File: src/sfc_pkg.sv
package sfc_pkg;

    // register offsets seen by the serial bus engine
    localparam logic [7:0] SINGLE_CONVERSION_TRIGGER_ADDR = 8'h0f;
    localparam logic [7:0] CONFIG_RD_ADDR                 = 8'h03;
    localparam logic [7:0] CONFIG_WR_ADDR                 = 8'h09;
    localparam logic [7:0] STATUS_RD_ADDR                 = 8'h02;
    localparam logic [7:0] REMOTE_LOW_LIMIT_RD_ADDR       = 8'h08;
    localparam logic [7:0] REMOTE_LOW_LIMIT_WR_ADDR       = 8'h0e;

    // field positions
    localparam int CFG_SW_STANDBY_BIT = 6;
    localparam int STAT_OPEN_BIT      = 2;
    localparam int STAT_REMOTE_LOW_BIT = 3;

    // reset values
    localparam logic [7:0]  CONFIG_RESET          = 8'h00;
    localparam logic [7:0]  REMOTE_LOW_LIMIT_RESET = 8'h00;
    localparam logic [10:0] REMOTE_VALUE_RESET     = 11'h000;

    // below-range sentinel, -128 degrees in 11-bit form
    localparam logic [10:0] REMOTE_SHORT_CODE = 11'h400;

    // conversion timing: one channel takes this long at 50 ns per cycle
    localparam int CLK_PERIOD_NS   = 50;
    localparam int CHAN_CONV_NS    = 1000;
    localparam int CHAN_CONV_CYC   = (CHAN_CONV_NS + CLK_PERIOD_NS - 1) / CLK_PERIOD_NS;
    localparam logic [7:0] CHAN_CONV_LAST = 8'(CHAN_CONV_CYC - 1);

    // register write strobe from the serial engine
    typedef struct packed {
        logic       wr_en;
        logic [7:0] addr;
        logic [7:0] data;
    } sfc_reg_wr_t;

    // one finished converter sample
    typedef struct packed {
        logic        under_range;
        logic [10:0] code;
    } sfc_sample_t;

endpackage

File: src/sfc_standby_fault_ctrl.sv
`timescale 1ns/1ps
// Notes on behaviour
// standby by pin low or config bit 6
// continuous conversions only when neither standby
// standby aborts conversion, value registers untouched
// register reads and writes work in standby
// pin standby blocks every conversion, single too
// trigger write in software standby converts both
// sample open comparator at start, set status 2
// below-range remote reads as -128 sentinel
// low limit 80h silences shorted-diode low alarm
// alert output low on limit or open fault
// alert release after response address, cause gone
// single conversion ends back in idle standby
module sfc_standby_fault_ctrl (
    // clock and reset
    input  wire logic                 core_clk_i,
    input  wire logic                 resetn_i,
    // pins and analogue front end
    input  wire logic                 low_power_hold_n_i,
    input  wire logic                 open_circuit_i,
    input  wire sfc_pkg::sfc_sample_t local_sample_i,
    input  wire sfc_pkg::sfc_sample_t remote_sample_i,
    // register access from the serial engine
    input  wire sfc_pkg::sfc_reg_wr_t reg_wr_i,
    input  wire logic [7:0]           reg_rd_addr_i,
    input  wire logic                 ara_done_i,
    output logic [7:0]                reg_rd_data_o,
    // results
    output logic [10:0]               local_value_o,
    output logic [10:0]               remote_value_o,
    output logic                      adc_busy_o,
    output logic                      alert_n_o
);
    import sfc_pkg::*;

    // programmable state
    logic [7:0]  config_reg;
    logic [7:0]  remote_low_limit;
    // fault and alert state
    logic        open_flag;
    logic        low_flag;
    logic        alert_latched;
    // sequencer handshake
    logic        single_pending;
    logic        seq_busy;
    logic        seq_start_pulse;
    logic        seq_local_done;
    logic        seq_remote_done;

    // standby decode
    wire sw_standby  = config_reg[CFG_SW_STANDBY_BIT];
    wire hw_standby  = !low_power_hold_n_i;
    wire any_standby = sw_standby || hw_standby;
    wire run_normal  = !any_standby;

    // single conversion request is honoured only under software standby
    wire trig_hit    = reg_wr_i.wr_en && (reg_wr_i.addr == SINGLE_CONVERSION_TRIGGER_ADDR);
    wire single_ok   = sw_standby && !hw_standby;
    wire set_single  = trig_hit && single_ok;

    // inhibit: pin always kills; config kills unless a single run is in flight
    wire seq_inhibit = hw_standby || (sw_standby && !single_pending);
    // start: the pending single run is masked in the cycle its remote half
    // completes; the latch clears on that same edge, and without the mask the
    // idle sequencer would see a stale request and launch a second run
    wire seq_start   = run_normal || (single_pending && !seq_remote_done);
    // the latch drops on completion, on pin standby or on leaving soft standby
    wire single_clear = seq_remote_done || hw_standby || !sw_standby;

    // remote result with the shorted-diode sentinel
    wire [10:0] remote_code = remote_sample_i.under_range ? REMOTE_SHORT_CODE
                                                           : remote_sample_i.code;
    // signed compare of upper eight bits against the low limit;
    // the sentinel is -128, so a limit of 80h can never be undercut
    wire remote_below = $signed(remote_code[10:3]) < $signed(remote_low_limit);

    // write decode; the engine presents each write for a single cycle
    wire cfg_wr = reg_wr_i.wr_en && (reg_wr_i.addr == CONFIG_WR_ADDR);
    wire lim_wr = reg_wr_i.wr_en && (reg_wr_i.addr == REMOTE_LOW_LIMIT_WR_ADDR);
    // any live fault condition, ahead of the alert latch
    wire fault_now   = open_flag || low_flag;
    // release request: ara answered and nothing is faulting any more
    wire alert_clear = ara_done_i && !fault_now;

    // status read data; unused bits read as zero
    wire [7:0] status_rd = (8'h01 << STAT_OPEN_BIT) & {8{open_flag}}
                         | (8'h01 << STAT_REMOTE_LOW_BIT) & {8{low_flag}};
    // read address decode; write-only and unknown addresses read as zero
    wire       rd_cfg       = (reg_rd_addr_i == CONFIG_RD_ADDR);
    wire       rd_status    = (reg_rd_addr_i == STATUS_RD_ADDR);
    wire       rd_limit     = (reg_rd_addr_i == REMOTE_LOW_LIMIT_RD_ADDR);
    wire [7:0] next_rd_data = rd_cfg    ? config_reg
                            : rd_status ? status_rd
                            : rd_limit  ? remote_low_limit
                            : 8'h00;

    // channel sequencer; it aborts in the very cycle inhibit rises
    sfc_conv_seq u_seq (
        .core_clk_i    (core_clk_i),
        .resetn_i      (resetn_i),
        .inhibit_i     (seq_inhibit),
        .start_i       (seq_start),
        .busy_o        (seq_busy),
        .start_pulse_o (seq_start_pulse),
        .local_done_o  (seq_local_done),
        .remote_done_o (seq_remote_done)
    );

    // configuration writes are served in every standby form: the serial
    // engine is the only way back out of software standby apart from reset
    always_ff @(posedge core_clk_i or negedge resetn_i) begin
        if (!resetn_i) begin
            config_reg <= CONFIG_RESET;
        end else if (cfg_wr) begin
            config_reg <= reg_wr_i.data;
        end
    end

    // remote low limit; an unused, shorted channel is silenced by writing
    // the sentinel code here, so this register must stay writable in standby
    always_ff @(posedge core_clk_i or negedge resetn_i) begin
        if (!resetn_i) begin
            remote_low_limit <= REMOTE_LOW_LIMIT_RESET;
        end else if (lim_wr) begin
            remote_low_limit <= reg_wr_i.data;
        end
    end

    // single run latch: a fresh trigger wins over any clear in the same cycle;
    // it also drops on pin standby or when software standby is cleared
    always_ff @(posedge core_clk_i or negedge resetn_i) begin
        if (!resetn_i) begin
            single_pending <= 1'b0;
        end else if (set_single) begin
            single_pending <= 1'b1;
        end else if (single_clear) begin
            single_pending <= 1'b0;
        end
    end

    // local value register; a run aborted in its local half never raises the done strobe,
    // so the last good reading survives any standby entry
    always_ff @(posedge core_clk_i or negedge resetn_i) begin
        if (!resetn_i) begin
            local_value_o <= REMOTE_VALUE_RESET;
        end else if (seq_local_done) begin
            local_value_o <= local_sample_i.code;
        end
    end

    // remote value register, sentinel already folded in;
    // written on the same strobe that ends a requested single run
    always_ff @(posedge core_clk_i or negedge resetn_i) begin
        if (!resetn_i) begin
            remote_value_o <= REMOTE_VALUE_RESET;
        end else if (seq_remote_done) begin
            remote_value_o <= remote_code;
        end
    end

    // open flag is re-sampled at every start: a repaired diode clears it on
    // the next conversion instead of lingering until a read
    always_ff @(posedge core_clk_i or negedge resetn_i) begin
        if (!resetn_i) begin
            open_flag <= 1'b0;
        end else if (seq_start_pulse) begin
            open_flag <= open_circuit_i;
        end
    end

    // low flag follows each completed remote result against the limit;
    // it only moves on completion, so a limit write acts on the next result
    always_ff @(posedge core_clk_i or negedge resetn_i) begin
        if (!resetn_i) begin
            low_flag <= 1'b0;
        end else if (seq_remote_done) begin
            low_flag <= remote_below;
        end
    end

    // alert latch: set by any fault, released only after ara with cause gone;
    // set wins so a fault that is still present in the ara cycle holds the pin
    always_ff @(posedge core_clk_i or negedge resetn_i) begin
        if (!resetn_i) begin
            alert_latched <= 1'b0;
        end else if (fault_now) begin
            alert_latched <= 1'b1;
        end else if (alert_clear) begin
            alert_latched <= 1'b0;
        end
    end

    // read data is registered, so the engine sees it one cycle after the address;
    // the mux ahead of it is purely combinational decode
    always_ff @(posedge core_clk_i or negedge resetn_i) begin
        if (!resetn_i) begin
            reg_rd_data_o <= 8'h00;
        end else begin
            reg_rd_data_o <= next_rd_data;
        end
    end

    // busy mirror, one cycle behind the sequencer,
    // so it lags the real converter by one clock on both edges
    always_ff @(posedge core_clk_i or negedge resetn_i) begin
        if (!resetn_i) begin
            adc_busy_o <= 1'b0;
        end else begin
            adc_busy_o <= seq_busy;
        end
    end

    // alert pin: low from the edge the latch sets until one edge after it clears
    always_ff @(posedge core_clk_i or negedge resetn_i) begin
        if (!resetn_i) begin
            alert_n_o <= 1'b1;
        end else begin
            alert_n_o <= !(alert_latched || fault_now);
        end
    end
endmodule

File: src/sfc_conv_seq.sv
`timescale 1ns/1ps
// converter sequencer: local then remote, aborted instantly by inhibit
module sfc_conv_seq (
    // clock and reset
    input  wire logic                 core_clk_i,
    input  wire logic                 resetn_i,
    // control
    input  wire logic                 inhibit_i,
    input  wire logic                 start_i,
    // completion
    output logic                      busy_o,
    output logic                      start_pulse_o,
    output logic                      local_done_o,
    output logic                      remote_done_o
);
    import sfc_pkg::*;

    typedef enum logic [1:0] {SFC_IDLE, SFC_LOCAL, SFC_REMOTE} sfc_seq_state_t;

    sfc_seq_state_t state;
    sfc_seq_state_t next_state;
    logic [7:0]     cnt;
    wire            cnt_end = (cnt == CHAN_CONV_LAST);

    // next state; inhibit wins so a half-done sample is never committed
    always_comb begin
        next_state = state;
        unique case (state)
            SFC_IDLE:   if (start_i && !inhibit_i) next_state = SFC_LOCAL;
            SFC_LOCAL:  if (inhibit_i) next_state = SFC_IDLE;
                        else if (cnt_end) next_state = SFC_REMOTE;
            SFC_REMOTE: if (inhibit_i || cnt_end) next_state = SFC_IDLE;
        endcase
    end

    // state, counter and completion pulses
    always_ff @(posedge core_clk_i or negedge resetn_i) begin
        if (!resetn_i) begin
            state         <= SFC_IDLE;
            cnt           <= 8'h00;
            start_pulse_o <= 1'b0;
            local_done_o  <= 1'b0;
            remote_done_o <= 1'b0;
        end else begin
            state         <= next_state;
            cnt           <= (next_state != state || state == SFC_IDLE) ? 8'h00 : cnt + 8'h01;
            start_pulse_o <= (state == SFC_IDLE) && (next_state == SFC_LOCAL);
            local_done_o  <= (state == SFC_LOCAL) && (next_state == SFC_REMOTE);
            remote_done_o <= (state == SFC_REMOTE) && cnt_end && !inhibit_i;
        end
    end

    assign busy_o = (state != SFC_IDLE);
endmodule

File: config.mk
export PLATFORM = sky130hd
export DESIGN_NAME = sfc_standby_fault_ctrl
export DESIGN_NICKNAME = d
export VERILOG_FILES = /design/src/sfc_pkg.sv /design/src/sfc_standby_fault_ctrl.sv /design/src/sfc_conv_seq.sv
export SDC_FILE = /design/constraint.sdc
export NUM_CORES = 1
export LEC_CHECK = 0
export ABC_CLOCK_PERIOD_IN_PS = 3550
export BUFFER_PORTS_ARGS = -buffer_cell sky130_fd_sc_hd__buf_2
export CAP_MARGIN = 20
export CORE_MARGIN = 1.5
export CORE_UTILIZATION = 58
export CTS_BUF_LIST = sky130_fd_sc_hd__clkbuf_8
export DETAILED_ROUTE_END_ITERATION = 7
export PLACE_DENSITY_LB_ADDON = 0.1
export SLEW_MARGIN = 10
export SYNTH_ARGS = -nofsm -noshare
export SYNTH_HDL_FRONTEND = slang
export SYNTH_SLANG_ARGS = --single-unit
File: constraint.sdc
create_clock -name core_clk_i -period 3.55 [get_ports core_clk_i]
set_input_delay 0.355 -clock core_clk_i [delete_from_list [all_inputs] [get_ports core_clk_i]]
set_output_delay 0.355 -clock core_clk_i [all_outputs]
set_load 0.03 [all_outputs]
==> metrics.yaml <==
grt-ovfl-total: 0
critPathSlowestCell: "or4b_4"
synth_fa_ha_area_frac: 0.0460
syn_nets: 307
cpLargestDelayFamily: "simple AND/OR/NAND/NOR gates"
crit_type: "reg2reg"
p_leak_nw: 1.90
die_width_um: 74.8
cts_tree: "yes"
antenna_found_initial: 0
seq_area_frac_synth: 0.544
rsz0062_at_grt: "false"
reg_top3: "local_value_o x11, remote_value_o x11"
clock_skew_ns: 0.00968
critical_path.endpoint_type: "register"
cp_max_fo: 8
root_buffer: "clkbuf_8"
viasPerCell: 5.44
fmax_mhz: 453
clk_pin_slew_ns: 0.07
grt_pass1_wl_mm: 9.29
syn_inst: 242
cts_setup_buffers: 0
postCtsResizedCells: 0
yosys_warnings: 0
synth_cell_type_count: 44
final_nets: 400
wl_per_cell_um: 14.4
min_period_ns: 2.21
relSlewSlack: 0.431
initialDrtViolationCount: 157
cap_violations: 0
hold_buffers: 0
synth_area_mm2: 0.00299
cts_made_buffers: 9
portBuffers: 84
grt_max_degree: 26
die_area_mm2: 0.00560
grt_pass1_vias: 2028
cp.required_ns: 3.73
cp.arrival_ns: 2.39
gp_congestion: 0.819
slowest_delay_ns: 0.56
clock_latency_ns: 0.33
peakVddDrop_uv: 274
async_flop_share: 1.00
crit_chain: "or4b_4 > or4_4 > a221oi_4 > a2111oi_0"
finalMaxSlewViolations: 0
antenna_left: 0
synth_xor_area_frac: 0.0176
synthMuxAreaShare: 0.136
synth_top_family_by_area: "multiplexers"
synthFlopType: "dfrtp_1"
yosys.area_share.simple: 0.128
synth-compound-area-share: 0.0996
syn2layout_area_growth_pct: 22.7
finalNonFillerCells: 407
routed_wl_mm: 5.87
p_per_area_mw_per_mm2: 460
period_share: 0.621
dr.pass1.iters: 4
num_antenna_cells: 0
finalHoldViolCount: 0
critPathLaunchType: "register"
coreArea_mm2: 0.00485
crit_buf_inv: 0
htree_levels: 3
design_area_mm2: 0.00367
boundaryPins: 86
synth_edf_count: 0
clockBufferDepth: 2
clock-sinks: 65
tightest_slew_ns: 0.847
min_path_type: "in2async"
dpl.cell_count: 391
vias: 2216
status: "complete, no violations"
startpoint: "u_seq.cnt[5]"
worstReg2RegStart: "u_seq.cnt[5]"
power_w: 0.00169
rows: 25
avgSynthCellArea_um2: 12.4
groute.usage.overall: 0.227
finalSetupTns_ns: 0
start_util: 0.617
dpl.hpwl_mm: 4.26
placed_area_mm2: 0.00349
drcViolationCount: 0
drive_gt1_frac: 0.426
ys_seq_elements: 65
die_y_um: 74.8
setup_viol: 0
==> worst paths after layout <==
check,endpoint,slack (ns),cells after the start
worst max-delay path,u_seq.cnt[0],1.34,4
worst min-delay path,u_seq.local_done_o,0.003,1
worst max register to register,u_seq.cnt[0],1.34,4
worst min register to register,alert_n_o,0.39,1
max in group asynchronous,alert_n_o,2.78,2
min in group core_clk_i,alert_latched,0.21,2
==> logic make-up after synthesis <==
kind of cell | after synthesis
DFF | 65
and+or+nand+nor | 63
AOI/OAI and AO/OA | 38
muxes | 36
buffers and inverters | 23
adders and majority gates | 11
xor gates and xnor gates | 6
==> stage by stage <==
stage / hold WS [ns] / worst slack, ns / utilization
5_1_grt: 0.0441 / 1.28 / 0.757
4_1_cts: 0.0110 / 1.37 / 0.757
3_5_place_dp: 0.367 / 1.37 / 0.721
6_report: 0.00294 / 1.34 / 0.757
2_1_floorplan: 0.0594 / 1.54 / -
3_3_place_gp: 0.357 / 1.40 / 0.721
==> power breakdown <==
group          internal (W)  leakage (nW)  switching [W]
clock network      0.000283        0.0991       0.000267
logic              0.000113         0.932       0.000184
registers          0.000798         0.873      0.0000411
==> synthesized netlist by cell type (all sizes together), types with 2 or more instances <==
library cell	instances	area [um^2]
nand3	7	35.0
ha	11	138
xor2	5	43.8
a22o	5	43.8
inv	19	71.3
a211oi	2	15.0
nor2	5	18.8
or2	2	12.5
o21ai	11	55.1
and2	2	12.5
a31oi	2	12.5
nand2b	5	31.3
and3	4	25.0
nor2b	12	75.1
nor3	3	20.0
dfrtp	64	1600
mux2	36	405
a2bb2oi	2	17.5
nand4	2	12.5
or4	2	18.8
and4	2	17.5
clkbuf	4	15.0
a2111oi	8	70.1
nand2	10	37.5
==> layout by cell type (no fill, tap or decap), types with 2 or more instances in the layout <==
cell,Yosys,layout
nand4_1,2,2
buf_2,0,84
nor2_1,5,5
nor2b_1,12,12
ha_1,11,11
inv_1,19,22
nand3_1,7,7
clkbuf_8,0,11
xor2_1,5,5
a211oi_1,2,2
nor3_1,2,2
nand2_1,10,10
or2_2,2,2
a31oi_1,2,2
and3_1,4,4
buf_4,0,2
mux2_2,36,36
a22o_1,5,5
a2bb2oi_1,2,2
o21ai_0,10,10
dfrtp_1,64,64
and4_1,2,2
and2_1,2,2
nand2b_1,5,5
a2111oi_0,8,8
==> per-layer routing <==
metal,global-route usage,wire (um)
met5,0,0
met3,0.0495,330
met2,0.349,2700
met1,0.311,2770
met4,0.105,64
==> final cells by class <==
class	instances	area, um^2
Multi-Input combinational cell	154	1280
Timing Repair Buffer	86	435
Clock buffer	11	151
Tap cell	67	83.8
Sequential cell	65	1630
Inverter	19	71.3
Fill cell	347	1180
Clock inverter	5	23.8
Power figures use the tool's default switching activity.
